File: src/cpu_state_pkg.sv
// shared constants for the cpu status and product path
package cpu_state_pkg;

	// ----------------------------------------------------------------
	// widths
	// ----------------------------------------------------------------
	localparam int DATA_W    = 16;
	localparam int PROD_W    = 32;
	localparam int PTR_W     = 3;
	localparam int PAGE_W    = 9;
	localparam int OFFS_W    = 7;
	localparam int STACK_LVL = 8;

	// ----------------------------------------------------------------
	// status word zero field positions
	// ----------------------------------------------------------------
	localparam int S0_PTR_LSB  = 13;
	localparam int S0_EXCESS   = 12;
	localparam int S0_SATURATE = 11;
	localparam int S0_RSVD     = 10;
	localparam int S0_IRQ_DIS  = 9;
	localparam int S0_PAGE_LSB = 0;

	// ----------------------------------------------------------------
	// status word one field positions
	// ----------------------------------------------------------------
	localparam int S1_BACKUP_LSB = 13;
	localparam int S1_RAM_MAP    = 12;
	localparam int S1_TEST_FLAG  = 11;
	localparam int S1_SIGN_EXT   = 10;
	localparam int S1_CARRY      = 9;
	localparam int S1_RSVD_HI    = 5;
	localparam int S1_EXT_FLAG   = 4;
	localparam int S1_RSVD_LO    = 2;
	localparam int S1_SHIFT_LSB  = 0;

	// ----------------------------------------------------------------
	// reset values
	// ----------------------------------------------------------------
	localparam logic [PTR_W-1:0]  RST_PTR       = 3'h0;
	localparam logic [PAGE_W-1:0] RST_PAGE      = 9'h000;
	localparam logic              RST_CARRY     = 1'b1;
	localparam logic              RST_RAM_MAP   = 1'b0;
	localparam logic              RST_IRQ_DIS   = 1'b1;
	localparam logic              RST_EXCESS    = 1'b0;
	localparam logic              RST_SATURATE  = 1'b0;
	localparam logic              RST_SIGN_EXT  = 1'b1;
	localparam logic              RST_TEST_FLAG = 1'b0;
	localparam logic              RST_EXT_FLAG  = 1'b1;
	localparam logic [1:0]        RST_SHIFT     = 2'h0;
	localparam logic [DATA_W-1:0] RST_WORD      = 16'h0000;
	localparam logic [PROD_W-1:0] RST_PROD      = 32'h0000_0000;

	// ----------------------------------------------------------------
	// product shift modes and single-bit selects
	// ----------------------------------------------------------------
	localparam logic [1:0] SHIFT_NONE   = 2'h0;
	localparam logic [1:0] SHIFT_LEFT1  = 2'h1;
	localparam logic [1:0] SHIFT_LEFT4  = 2'h2;
	localparam logic [1:0] SHIFT_RIGHT6 = 2'h3;

	typedef enum logic [2:0] {
		SEL_CARRY,
		SEL_RAM_MAP,
		SEL_IRQ_DIS,
		SEL_SATURATE,
		SEL_SIGN_EXT,
		SEL_TEST_FLAG,
		SEL_EXT_FLAG
	} status_bit_t;

endpackage

File: src/cpu_status_and_product_path.sv
// cpu status registers, product register, operand register and hardware stack
`timescale 1ns/100ps

// Behaviour
// - 32-bit product register captures each full product.
// - scaler passes product unshifted, left one, left four or right six.
// - scaler is combinational, adds no cycle.
// - eight entry sixteen bit stack.
// - operand register feeds multiplier, shift count and bit index.
// - program and data paths are separate.
// - state updates take one cycle.
// - status load writes, status store reads, either word.
// - reserved status positions always read as one.
// - bit force changes only the named status bit.
// - pointer write moves old pointer into backup, except status load; backup load copies.
// - pointer changed by indirect references, pointer load, modify aux and status load.
// - add carry sets else clears carry; sub borrow clears else sets.
// - with sixteen place shift, add may only set carry, subtract only clear it.
// - bit shifts, bit force and word one load update carry; reset sets it.
// - ram map select zero maps shared ram to data space; reset clears it.
// - direct address is page pointer above seven instruction bits.
// - irq disable blocks maskable interrupts only.
// - irq disable set by reset, acknowledge and maskable trap; bit force may change it.
// - status loads leave irq disable untouched.
// - overflow latch set on overflow, cleared by reset or branch, written by word zero load.
module cpu_status_and_product_path #(
	parameter int DEPTH = cpu_state_pkg::STACK_LVL
) (
	// clock, reset and enable
	input  wire logic        clock,
	input  wire logic        arst_n,
	input  wire logic        clk_en,
	// multiplier and operand register
	input  wire logic        product_capture,
	input  wire logic [31:0] product_in,
	input  wire logic        operand_load,
	input  wire logic [15:0] operand_in,
	// hardware stack
	input  wire logic        stack_push,
	input  wire logic        stack_pop,
	input  wire logic [15:0] stack_push_data,
	// status load and store
	input  wire logic        load_status_op,
	input  wire logic        store_status_op,
	input  wire logic        status_word_sel,
	input  wire logic [15:0] status_load_data,
	// single-bit force
	input  wire logic        bit_force_high_op,
	input  wire logic        bit_force_low_op,
	input  wire logic [2:0]  bit_force_sel,
	// pointer and page updates
	input  wire logic        aux_ptr_write,
	input  wire logic [2:0]  aux_ptr_value,
	input  wire logic        page_load_op,
	input  wire logic [8:0]  page_load_value,
	input  wire logic [6:0]  instr_offset,
	input  wire logic        shift_mode_load,
	input  wire logic [1:0]  shift_mode_value,
	// arithmetic unit events
	input  wire logic        add_done,
	input  wire logic        sub_done,
	input  wire logic        shift16_op,
	input  wire logic        carry_or_borrow,
	input  wire logic        shift_carry_load,
	input  wire logic        shift_carry_value,
	input  wire logic        arith_overflow,
	input  wire logic        conditional_branch_op,
	input  wire logic        test_flag_load,
	input  wire logic        test_flag_value,
	// interrupt control
	input  wire logic        irq_acknowledge,
	input  wire logic        maskable_trap_taken,
	input  wire logic        maskable_irq_pending,
	// product path outputs
	output logic      [31:0] product_result_reg,
	output logic      [31:0] product_scaled,
	output logic      [15:0] multiplier_operand_reg,
	output logic      [3:0]  dynamic_shift_count,
	output logic      [3:0]  bit_test_index,
	// stack output
	output logic      [15:0] stack_top,
	// status outputs
	output logic      [15:0] status_word_zero,
	output logic      [15:0] status_word_one,
	output logic      [15:0] store_data,
	output logic             store_valid,
	output logic      [15:0] direct_address,
	output logic      [2:0]  aux_select_ptr,
	output logic      [2:0]  aux_select_backup,
	output logic      [8:0]  page_pointer,
	output logic             carry,
	output logic             ram_map_select,
	output logic             global_irq_disable,
	output logic             arith_excess_latch,
	output logic             maskable_irq_allowed
);

	// ----------------------------------------------------------------
	// reset release
	// ----------------------------------------------------------------

	logic       rst_meta_reg;
	logic       rst_sync_reg;
	logic       saturate_reg;
	logic       sign_ext_reg;
	logic       test_flag_reg;
	logic       ext_flag_reg;
	logic [1:0] shift_mode_reg;
	logic [15:0] stack_mem [DEPTH];

	// two flops release the reset synchronously
	always_ff @(posedge clock or negedge arst_n) begin
		if (!arst_n) begin
			rst_meta_reg <= 1'b0;
			rst_sync_reg <= 1'b0;
		end else begin
			rst_meta_reg <= 1'b1;
			rst_sync_reg <= rst_meta_reg;
		end
	end

	// ----------------------------------------------------------------
	// decode helpers
	// ----------------------------------------------------------------

	// bit force of either sense on the given field
	function automatic logic force_hits(input cpu_state_pkg::status_bit_t f);
		force_hits = (bit_force_high_op || bit_force_low_op) && (bit_force_sel == 3'(f));
	endfunction

	logic ld0;
	logic ld1;
	assign ld0 = load_status_op && !status_word_sel;
	assign ld1 = load_status_op && status_word_sel;

	// ----------------------------------------------------------------
	// product and operand registers
	// ----------------------------------------------------------------

	// full product held, scaled on the way out
	always_ff @(posedge clock or negedge rst_sync_reg) begin
		if (!rst_sync_reg) begin
			product_result_reg <= cpu_state_pkg::RST_PROD;
		end else if (clk_en && product_capture) begin
			product_result_reg <= product_in;
		end
	end

	// operand register for multiply, dynamic shift and bit test
	always_ff @(posedge clock or negedge rst_sync_reg) begin
		if (!rst_sync_reg) begin
			multiplier_operand_reg <= cpu_state_pkg::RST_WORD;
		end else if (clk_en && operand_load) begin
			multiplier_operand_reg <= operand_in;
		end
	end

	// shift count taken straight from the operand low nibble, bit index is fifteen minus it
	assign dynamic_shift_count = multiplier_operand_reg[3:0];
	assign bit_test_index      = 4'hf - multiplier_operand_reg[3:0];

	product_scaler #(
		.WIDTH (32)
	) u_scaler (
		.product (product_result_reg),
		.mode    (shift_mode_reg),
		.scaled  (product_scaled)
	);

	// ----------------------------------------------------------------
	// hardware stack
	// ----------------------------------------------------------------

	// push shifts down, pop shifts up
	generate
		for (genvar i = 0; i < DEPTH; i++) begin : g_stack
			always_ff @(posedge clock or negedge rst_sync_reg) begin
				if (!rst_sync_reg) begin
					stack_mem[i] <= cpu_state_pkg::RST_WORD;
				end else if (clk_en && stack_push) begin
					stack_mem[i] <= (i == 0) ? stack_push_data : stack_mem[(i == 0) ? 0 : i-1];
				end else if (clk_en && stack_pop) begin
					stack_mem[i] <= stack_mem[(i == DEPTH-1) ? i : i+1];
				end
			end
		end
	endgenerate

	assign stack_top = stack_mem[0];

	// ----------------------------------------------------------------
	// auxiliary pointer and its backup
	// ----------------------------------------------------------------

	// word zero load leaves the backup alone
	always_ff @(posedge clock or negedge rst_sync_reg) begin
		if (!rst_sync_reg) begin
			aux_select_ptr    <= cpu_state_pkg::RST_PTR;
			aux_select_backup <= cpu_state_pkg::RST_PTR;
		end else if (clk_en) begin
			if (ld1) begin
				aux_select_backup <= status_load_data[cpu_state_pkg::S1_BACKUP_LSB +: 3];
				aux_select_ptr    <= status_load_data[cpu_state_pkg::S1_BACKUP_LSB +: 3];
			end else if (ld0) begin
				aux_select_ptr <= status_load_data[cpu_state_pkg::S0_PTR_LSB +: 3];
			end else if (aux_ptr_write) begin
				aux_select_backup <= aux_select_ptr;
				aux_select_ptr    <= aux_ptr_value;
			end
		end
	end

	// ----------------------------------------------------------------
	// page pointer and direct address
	// ----------------------------------------------------------------

	// page pointer from status word zero load or page load
	always_ff @(posedge clock or negedge rst_sync_reg) begin
		if (!rst_sync_reg) begin
			page_pointer <= cpu_state_pkg::RST_PAGE;
		end else if (clk_en) begin
			if (ld0) begin
				page_pointer <= status_load_data[cpu_state_pkg::S0_PAGE_LSB +: 9];
			end else if (page_load_op) begin
				page_pointer <= page_load_value;
			end
		end
	end

	assign direct_address = {page_pointer, instr_offset};

	// ----------------------------------------------------------------
	// carry
	// ----------------------------------------------------------------

	// one update source per cycle, status load first
	always_ff @(posedge clock or negedge rst_sync_reg) begin
		if (!rst_sync_reg) begin
			carry <= cpu_state_pkg::RST_CARRY;
		end else if (clk_en) begin
			if (ld1) begin
				carry <= status_load_data[cpu_state_pkg::S1_CARRY];
			end else if (force_hits(cpu_state_pkg::SEL_CARRY)) begin
				carry <= bit_force_high_op;
			end else if (shift_carry_load) begin
				carry <= shift_carry_value;
			end else if (add_done && shift16_op) begin
				if (carry_or_borrow) begin
					carry <= 1'b1;
				end
			end else if (sub_done && shift16_op) begin
				if (carry_or_borrow) begin
					carry <= 1'b0;
				end
			end else if (add_done) begin
				carry <= carry_or_borrow;
			end else if (sub_done) begin
				carry <= !carry_or_borrow;
			end
		end
	end

	// ----------------------------------------------------------------
	// interrupt disable and overflow latch
	// ----------------------------------------------------------------

	// set events beat a force low; loads never touch it
	always_ff @(posedge clock or negedge rst_sync_reg) begin
		if (!rst_sync_reg) begin
			global_irq_disable <= cpu_state_pkg::RST_IRQ_DIS;
		end else if (clk_en) begin
			if (irq_acknowledge || maskable_trap_taken) begin
				global_irq_disable <= 1'b1;
			end else if (force_hits(cpu_state_pkg::SEL_IRQ_DIS)) begin
				global_irq_disable <= bit_force_high_op;
			end
		end
	end

	// gate only the maskable request; reset and nonmaskable bypass this block
	always_ff @(posedge clock or negedge rst_sync_reg) begin
		if (!rst_sync_reg) begin
			maskable_irq_allowed <= 1'b0;
		end else if (clk_en) begin
			maskable_irq_allowed <= maskable_irq_pending && !global_irq_disable;
		end
	end

	// sticky overflow, a new overflow beats any clear in the same cycle
	always_ff @(posedge clock or negedge rst_sync_reg) begin
		if (!rst_sync_reg) begin
			arith_excess_latch <= cpu_state_pkg::RST_EXCESS;
		end else if (clk_en) begin
			if (arith_overflow) begin
				arith_excess_latch <= 1'b1;
			end else if (ld0) begin
				arith_excess_latch <= status_load_data[cpu_state_pkg::S0_EXCESS];
			end else if (conditional_branch_op) begin
				arith_excess_latch <= 1'b0;
			end
		end
	end

	// ----------------------------------------------------------------
	// mode bits
	// ----------------------------------------------------------------

	// mode and flag bits
	always_ff @(posedge clock or negedge rst_sync_reg) begin
		if (!rst_sync_reg) begin
			ram_map_select <= cpu_state_pkg::RST_RAM_MAP;
			saturate_reg   <= cpu_state_pkg::RST_SATURATE;
			sign_ext_reg   <= cpu_state_pkg::RST_SIGN_EXT;
			test_flag_reg  <= cpu_state_pkg::RST_TEST_FLAG;
			ext_flag_reg   <= cpu_state_pkg::RST_EXT_FLAG;
		end else if (clk_en) begin
			if (ld0) begin
				saturate_reg <= status_load_data[cpu_state_pkg::S0_SATURATE];
			end else if (force_hits(cpu_state_pkg::SEL_SATURATE)) begin
				saturate_reg <= bit_force_high_op;
			end
			if (ld1) begin
				ram_map_select <= status_load_data[cpu_state_pkg::S1_RAM_MAP];
				sign_ext_reg   <= status_load_data[cpu_state_pkg::S1_SIGN_EXT];
				test_flag_reg  <= status_load_data[cpu_state_pkg::S1_TEST_FLAG];
				ext_flag_reg   <= status_load_data[cpu_state_pkg::S1_EXT_FLAG];
			end else begin
				if (force_hits(cpu_state_pkg::SEL_RAM_MAP)) begin
					ram_map_select <= bit_force_high_op;
				end
				if (force_hits(cpu_state_pkg::SEL_SIGN_EXT)) begin
					sign_ext_reg <= bit_force_high_op;
				end
				if (force_hits(cpu_state_pkg::SEL_EXT_FLAG)) begin
					ext_flag_reg <= bit_force_high_op;
				end
				if (force_hits(cpu_state_pkg::SEL_TEST_FLAG)) begin
					test_flag_reg <= bit_force_high_op;
				end else if (test_flag_load) begin
					test_flag_reg <= test_flag_value;
				end
			end
		end
	end

	// product shift mode from its own load or status word one
	always_ff @(posedge clock or negedge rst_sync_reg) begin
		if (!rst_sync_reg) begin
			shift_mode_reg <= cpu_state_pkg::RST_SHIFT;
		end else if (clk_en) begin
			if (ld1) begin
				shift_mode_reg <= status_load_data[cpu_state_pkg::S1_SHIFT_LSB +: 2];
			end else if (shift_mode_load) begin
				shift_mode_reg <= shift_mode_value;
			end
		end
	end

	// ----------------------------------------------------------------
	// status words and store path
	// ----------------------------------------------------------------

	// packed views of the flops, reserved positions tied high
	always_comb begin
		status_word_zero = {aux_select_ptr, arith_excess_latch, saturate_reg, 1'b1,
		                    global_irq_disable, page_pointer};
		status_word_one  = {aux_select_backup, ram_map_select, test_flag_reg, sign_ext_reg,
		                    carry, 4'hf, ext_flag_reg, 2'h3, shift_mode_reg};
	end

	// store copies the chosen word one cycle after the request
	always_ff @(posedge clock or negedge rst_sync_reg) begin
		if (!rst_sync_reg) begin
			store_data  <= cpu_state_pkg::RST_WORD;
			store_valid <= 1'b0;
		end else if (clk_en) begin
			store_valid <= store_status_op;
			if (store_status_op) begin
				store_data <= status_word_sel ? status_word_one : status_word_zero;
			end
		end
	end

endmodule // cpu_status_and_product_path

File: src/product_scaler.sv
// combinational product scaling shifter
`timescale 1ns/100ps

module product_scaler #(
	parameter int WIDTH = cpu_state_pkg::PROD_W
) (
	// product in and shift mode
	input  wire logic [WIDTH-1:0] product,
	input  wire logic [1:0]       mode,
	// scaled product out
	output logic      [WIDTH-1:0] scaled
);

	// pure mux of shifts, no storage so no cycle is added
	always_comb begin
		unique case (mode)
			cpu_state_pkg::SHIFT_NONE:   scaled = product;
			cpu_state_pkg::SHIFT_LEFT1:  scaled = {product[WIDTH-2:0], 1'b0};
			cpu_state_pkg::SHIFT_LEFT4:  scaled = {product[WIDTH-5:0], 4'h0};
			cpu_state_pkg::SHIFT_RIGHT6: scaled = {{6{product[WIDTH-1]}}, product[WIDTH-1:6]};
		endcase
	end

endmodule // product_scaler

File: config.mk
export PLATFORM = sky130hd
export DESIGN_NAME = cpu_status_and_product_path
export DESIGN_NICKNAME = d
export VERILOG_FILES = /design/src/cpu_state_pkg.sv /design/src/cpu_status_and_product_path.sv /design/src/product_scaler.sv
export SDC_FILE = /design/constraint.sdc
export NUM_CORES = 1
export LEC_CHECK = 0
export BUFFER_PORTS_ARGS = -buffer_cell sky130_fd_sc_hd__buf_2
export CORE_MARGIN = 1.5
export CORE_UTILIZATION = 40
export CTS_CLUSTER_SIZE = 24
export DETAILED_ROUTE_END_ITERATION = 16
export GPL_TIMING_DRIVEN = 0
export PLACE_DENSITY = 0.66
export SETUP_SLACK_MARGIN = 0.4
export SLEW_MARGIN = 10
export SYNTH_ARGS = -nofsm -noshare
export SYNTH_HDL_FRONTEND = slang
export SYNTH_SLANG_ARGS = --single-unit
File: constraint.sdc
create_clock -name clock -period 9.55 [get_ports clock]
set_input_delay 0.955 -clock clock [delete_from_list [all_inputs] [get_ports clock]]
set_output_delay 0.955 -clock clock [all_outputs]
set_load 0.03 [all_outputs]
==> out/metrics.yaml <==
p_sw_w: 0.000964
pwr_density_cell_nw_per_um2: 208
critical-path-max-stage-delay_ps: 370
crit_buf_inv: 4
std_cell_rows: 60
grt_max_degree: 64
dpl.cell_count: 1678
r2r_cells: 5
hold_buffers: 0
synthCells: 1022
setup_viol: 0
largest_reg_flops: 112
path_cells: "buf_2 -> buf_4 -> buf_4 -> nor2_1 -> a211oi_1 -> buf_2"
grt_setup_unrepaired: "false"
timing.final.crit_share_pct: 33.7
utilization_pct: 51.6
ios: 321
synth_cell_types: 43
ys_seq_area_share_pct: 50.6
final_cells: 1723
path_clk_slew_ps: 60
yosysWarnings: 0
antenna_left: 0
hold_viol: 0
gp_congestion: 0.900
drt_first_iter_violations: 494
seqPwrFrac_pct: 38.7
vias: 8797
layout-drive-gt1-share_pct: 39.3
tritoncts: "done"
grt_pass1_vias: 8711
cts_buffers: 24
ys_ff_latch: 221
slowest_stage: "dfrtp_1"
layout_commonest_cell: "buf_2"
ir_drop_mv: 0.123
grt_pass1_wl_mm: 47.7
worstSetupPathType: "register to output port"
combPwrFrac_pct: 27.1
min_path_type: "primary input to asynchronous set/reset pin"
clkLatencyLatePin_ps: 530
reg2reg_from: "shift_mode_reg[1]"
synth_area_um2: 10900
die_w_um: 168
syn_avg_cell_area_um2: 10.7
postCtsSetupBuffers: 0
r2r_setup_slack_ps: 8010
cp_max_fo: 10
start_util_pct: 40.7
fin_skew_ps: 29.1
fillerInstances: 2413
fmax_mhz: 311
wl_per_cell_um: 17.3
drcViolationCount: 0
die_h_um: 168
cellLeakagePower_nw: 6.78
cts_buffer_depth: 3
p_clk_share_pct: 34.2
track_usage_pct: 21.0
ctsResizeCount: 0
vias_per_cell: 5.11
slew_headroom_pct: 54.7
fin_nets: 1495
syn_to_final_growth_pct: 26.6
cp-end-kind: "output port"
timing.hold.ws_ps: 227
internal_power_w: 0.00191
drtPass1Iterations: 5
arrival_ps: 2260
period_needed_ps: 3220
overflow: 0
cts-root-buf: "clkbuf_16"
io_buffers: 305
routed_wirelength_mm: 29.8
dieArea_um2: 28400
final_cell_mix: "334 x buf_2, 216 x dfrtp_1, 210 x nand2_1, 117 x mux2i_1, 105 x o21ai_0"
required_ps: 8600
cts_htree_levels: 1
hpwl_mm: 22.4
power_w: 0.00288
drv_slew: 0
cts.sinks: 221
core_area_um2: 26900
power.share.switching_pct: 33.5
r2r-end: "shift_mode_reg[1]"
cap_violations: 0
cp_top_family: "buffers and inverters"
cp-start-kind: "register"
antenna_found_initial: 4
status: "finished clean"
tns_ps: 0
worstMarginPinSlew_ps: 679
==> power by group through the flow <==
stage	combinational, W	sequential, W	clock [W]
after floorplan	0.000442	0.00122	0
after global placement	0.000754	0.00114	0
after detailed placement	0.000781	0.00113	0
after CTS	0.000783	0.00111	0.00101
after global routing	0.000824	0.00113	0.00105
final	0.000779	0.00111	0.000984
==> cells in the mapped netlist, drive strengths merged <==
| master | number | area [µm²] |
|---|---|---|
| a211oi | 1 | 7.51 |
| a21bo | 1 | 10.0 |
| a21o | 2 | 15.0 |
| a21oi | 30 | 150 |
| a22o | 3 | 26.3 |
| a22oi | 17 | 133 |
| a311o | 1 | 10.0 |
| a31oi | 3 | 18.8 |
| a41oi | 1 | 8.76 |
| and2 | 3 | 18.8 |
| and2b | 1 | 8.76 |
| buf | 113 | 776 |
| clkbuf | 20 | 75.1 |
| conb | 1 | 3.75 |
| dfrtp | 217 | 5430 |
| dfstp | 4 | 105 |
| inv | 13 | 48.8 |
| mux2 | 50 | 563 |
| mux2i | 117 | 1170 |
| mux4 | 27 | 608 |
| nand2 | 210 | 788 |
| nand2b | 3 | 18.8 |
| nand3 | 2 | 10.0 |
| nor2 | 33 | 126 |
| nor2b | 2 | 12.5 |
| nor3 | 3 | 15.0 |
| nor4 | 1 | 6.26 |
| o21a | 1 | 7.51 |
| o21ai | 120 | 601 |
| o21bai | 1 | 18.8 |
| o221ai | 1 | 8.76 |
| o22ai | 8 | 50.1 |
| o311a | 1 | 10.0 |
| o31ai | 6 | 45.0 |
| o32ai | 2 | 17.5 |
| or3 | 2 | 12.5 |
| xor2 | 1 | 8.76 |
==> through the flow <==
stage | instance area, µm² | worst slack [ps]
after floorplan | 11000 | 2940
after global placement | 12900 | 305
after detailed placement | 13000 | 6900
after CTS | 13900 | 6330
after global routing | 13900 | 6160
final | 13900 | 6330
==> how the worst max path moves through the flow <==
| stage | from | endpoint | cells after the start |
|---|---|---|---|
| after floorplan | rst_sync_reg | arith_excess_latch | 0 |
| after detailed placement | shift_mode_reg[1] | product_scaled[31] | 6 |
| final | shift_mode_reg[1] | product_scaled[31] | 6 |
| after global routing | shift_mode_reg[1] | product_scaled[31] | 6 |
| after CTS | shift_mode_reg[1] | product_scaled[31] | 6 |
| after global placement | rst_sync_reg | product_result_reg[10] | 0 |
==> layer usage <==
metal | GRT usage, % | part of all wire [%] | vias to the layer above
li1 | - | - | 4168
met1 | 29.0 | 44 | 4277
met2 | 34.4 | 48 | 304
met3 | 2.82 | 5.7 | 48
met4 | 6.37 | 2.5 | 0
met5 | 0 | 0 | -
==> cells by family after synthesis <==
kind of cell,share of synthesized area (%)
AND/OR/NAND/NOR,9.29
multiplexers,21.4
buffers and inverters,8.22
flip-flops,50.6
other,0.0343
AO/OA/AOI/OAI,10.4
XOR/XNOR,0.0800
==> layout make-up <==
type                       instances  area, µm²  area share [%]
antenna                            4       10.0          0.0722
buffer                           133        851            6.14
clock buffer                      33        684            4.94
tap                              341        427            3.08
clock inverter                     8        156            1.13
multi-input combinational        662       4540            32.7
sequential                       221       5540            40.0
timing repair buffer             308       1610            11.6
inverter                          13       48.8           0.352
No activity file was read; power rests on OpenSTA's default activity.
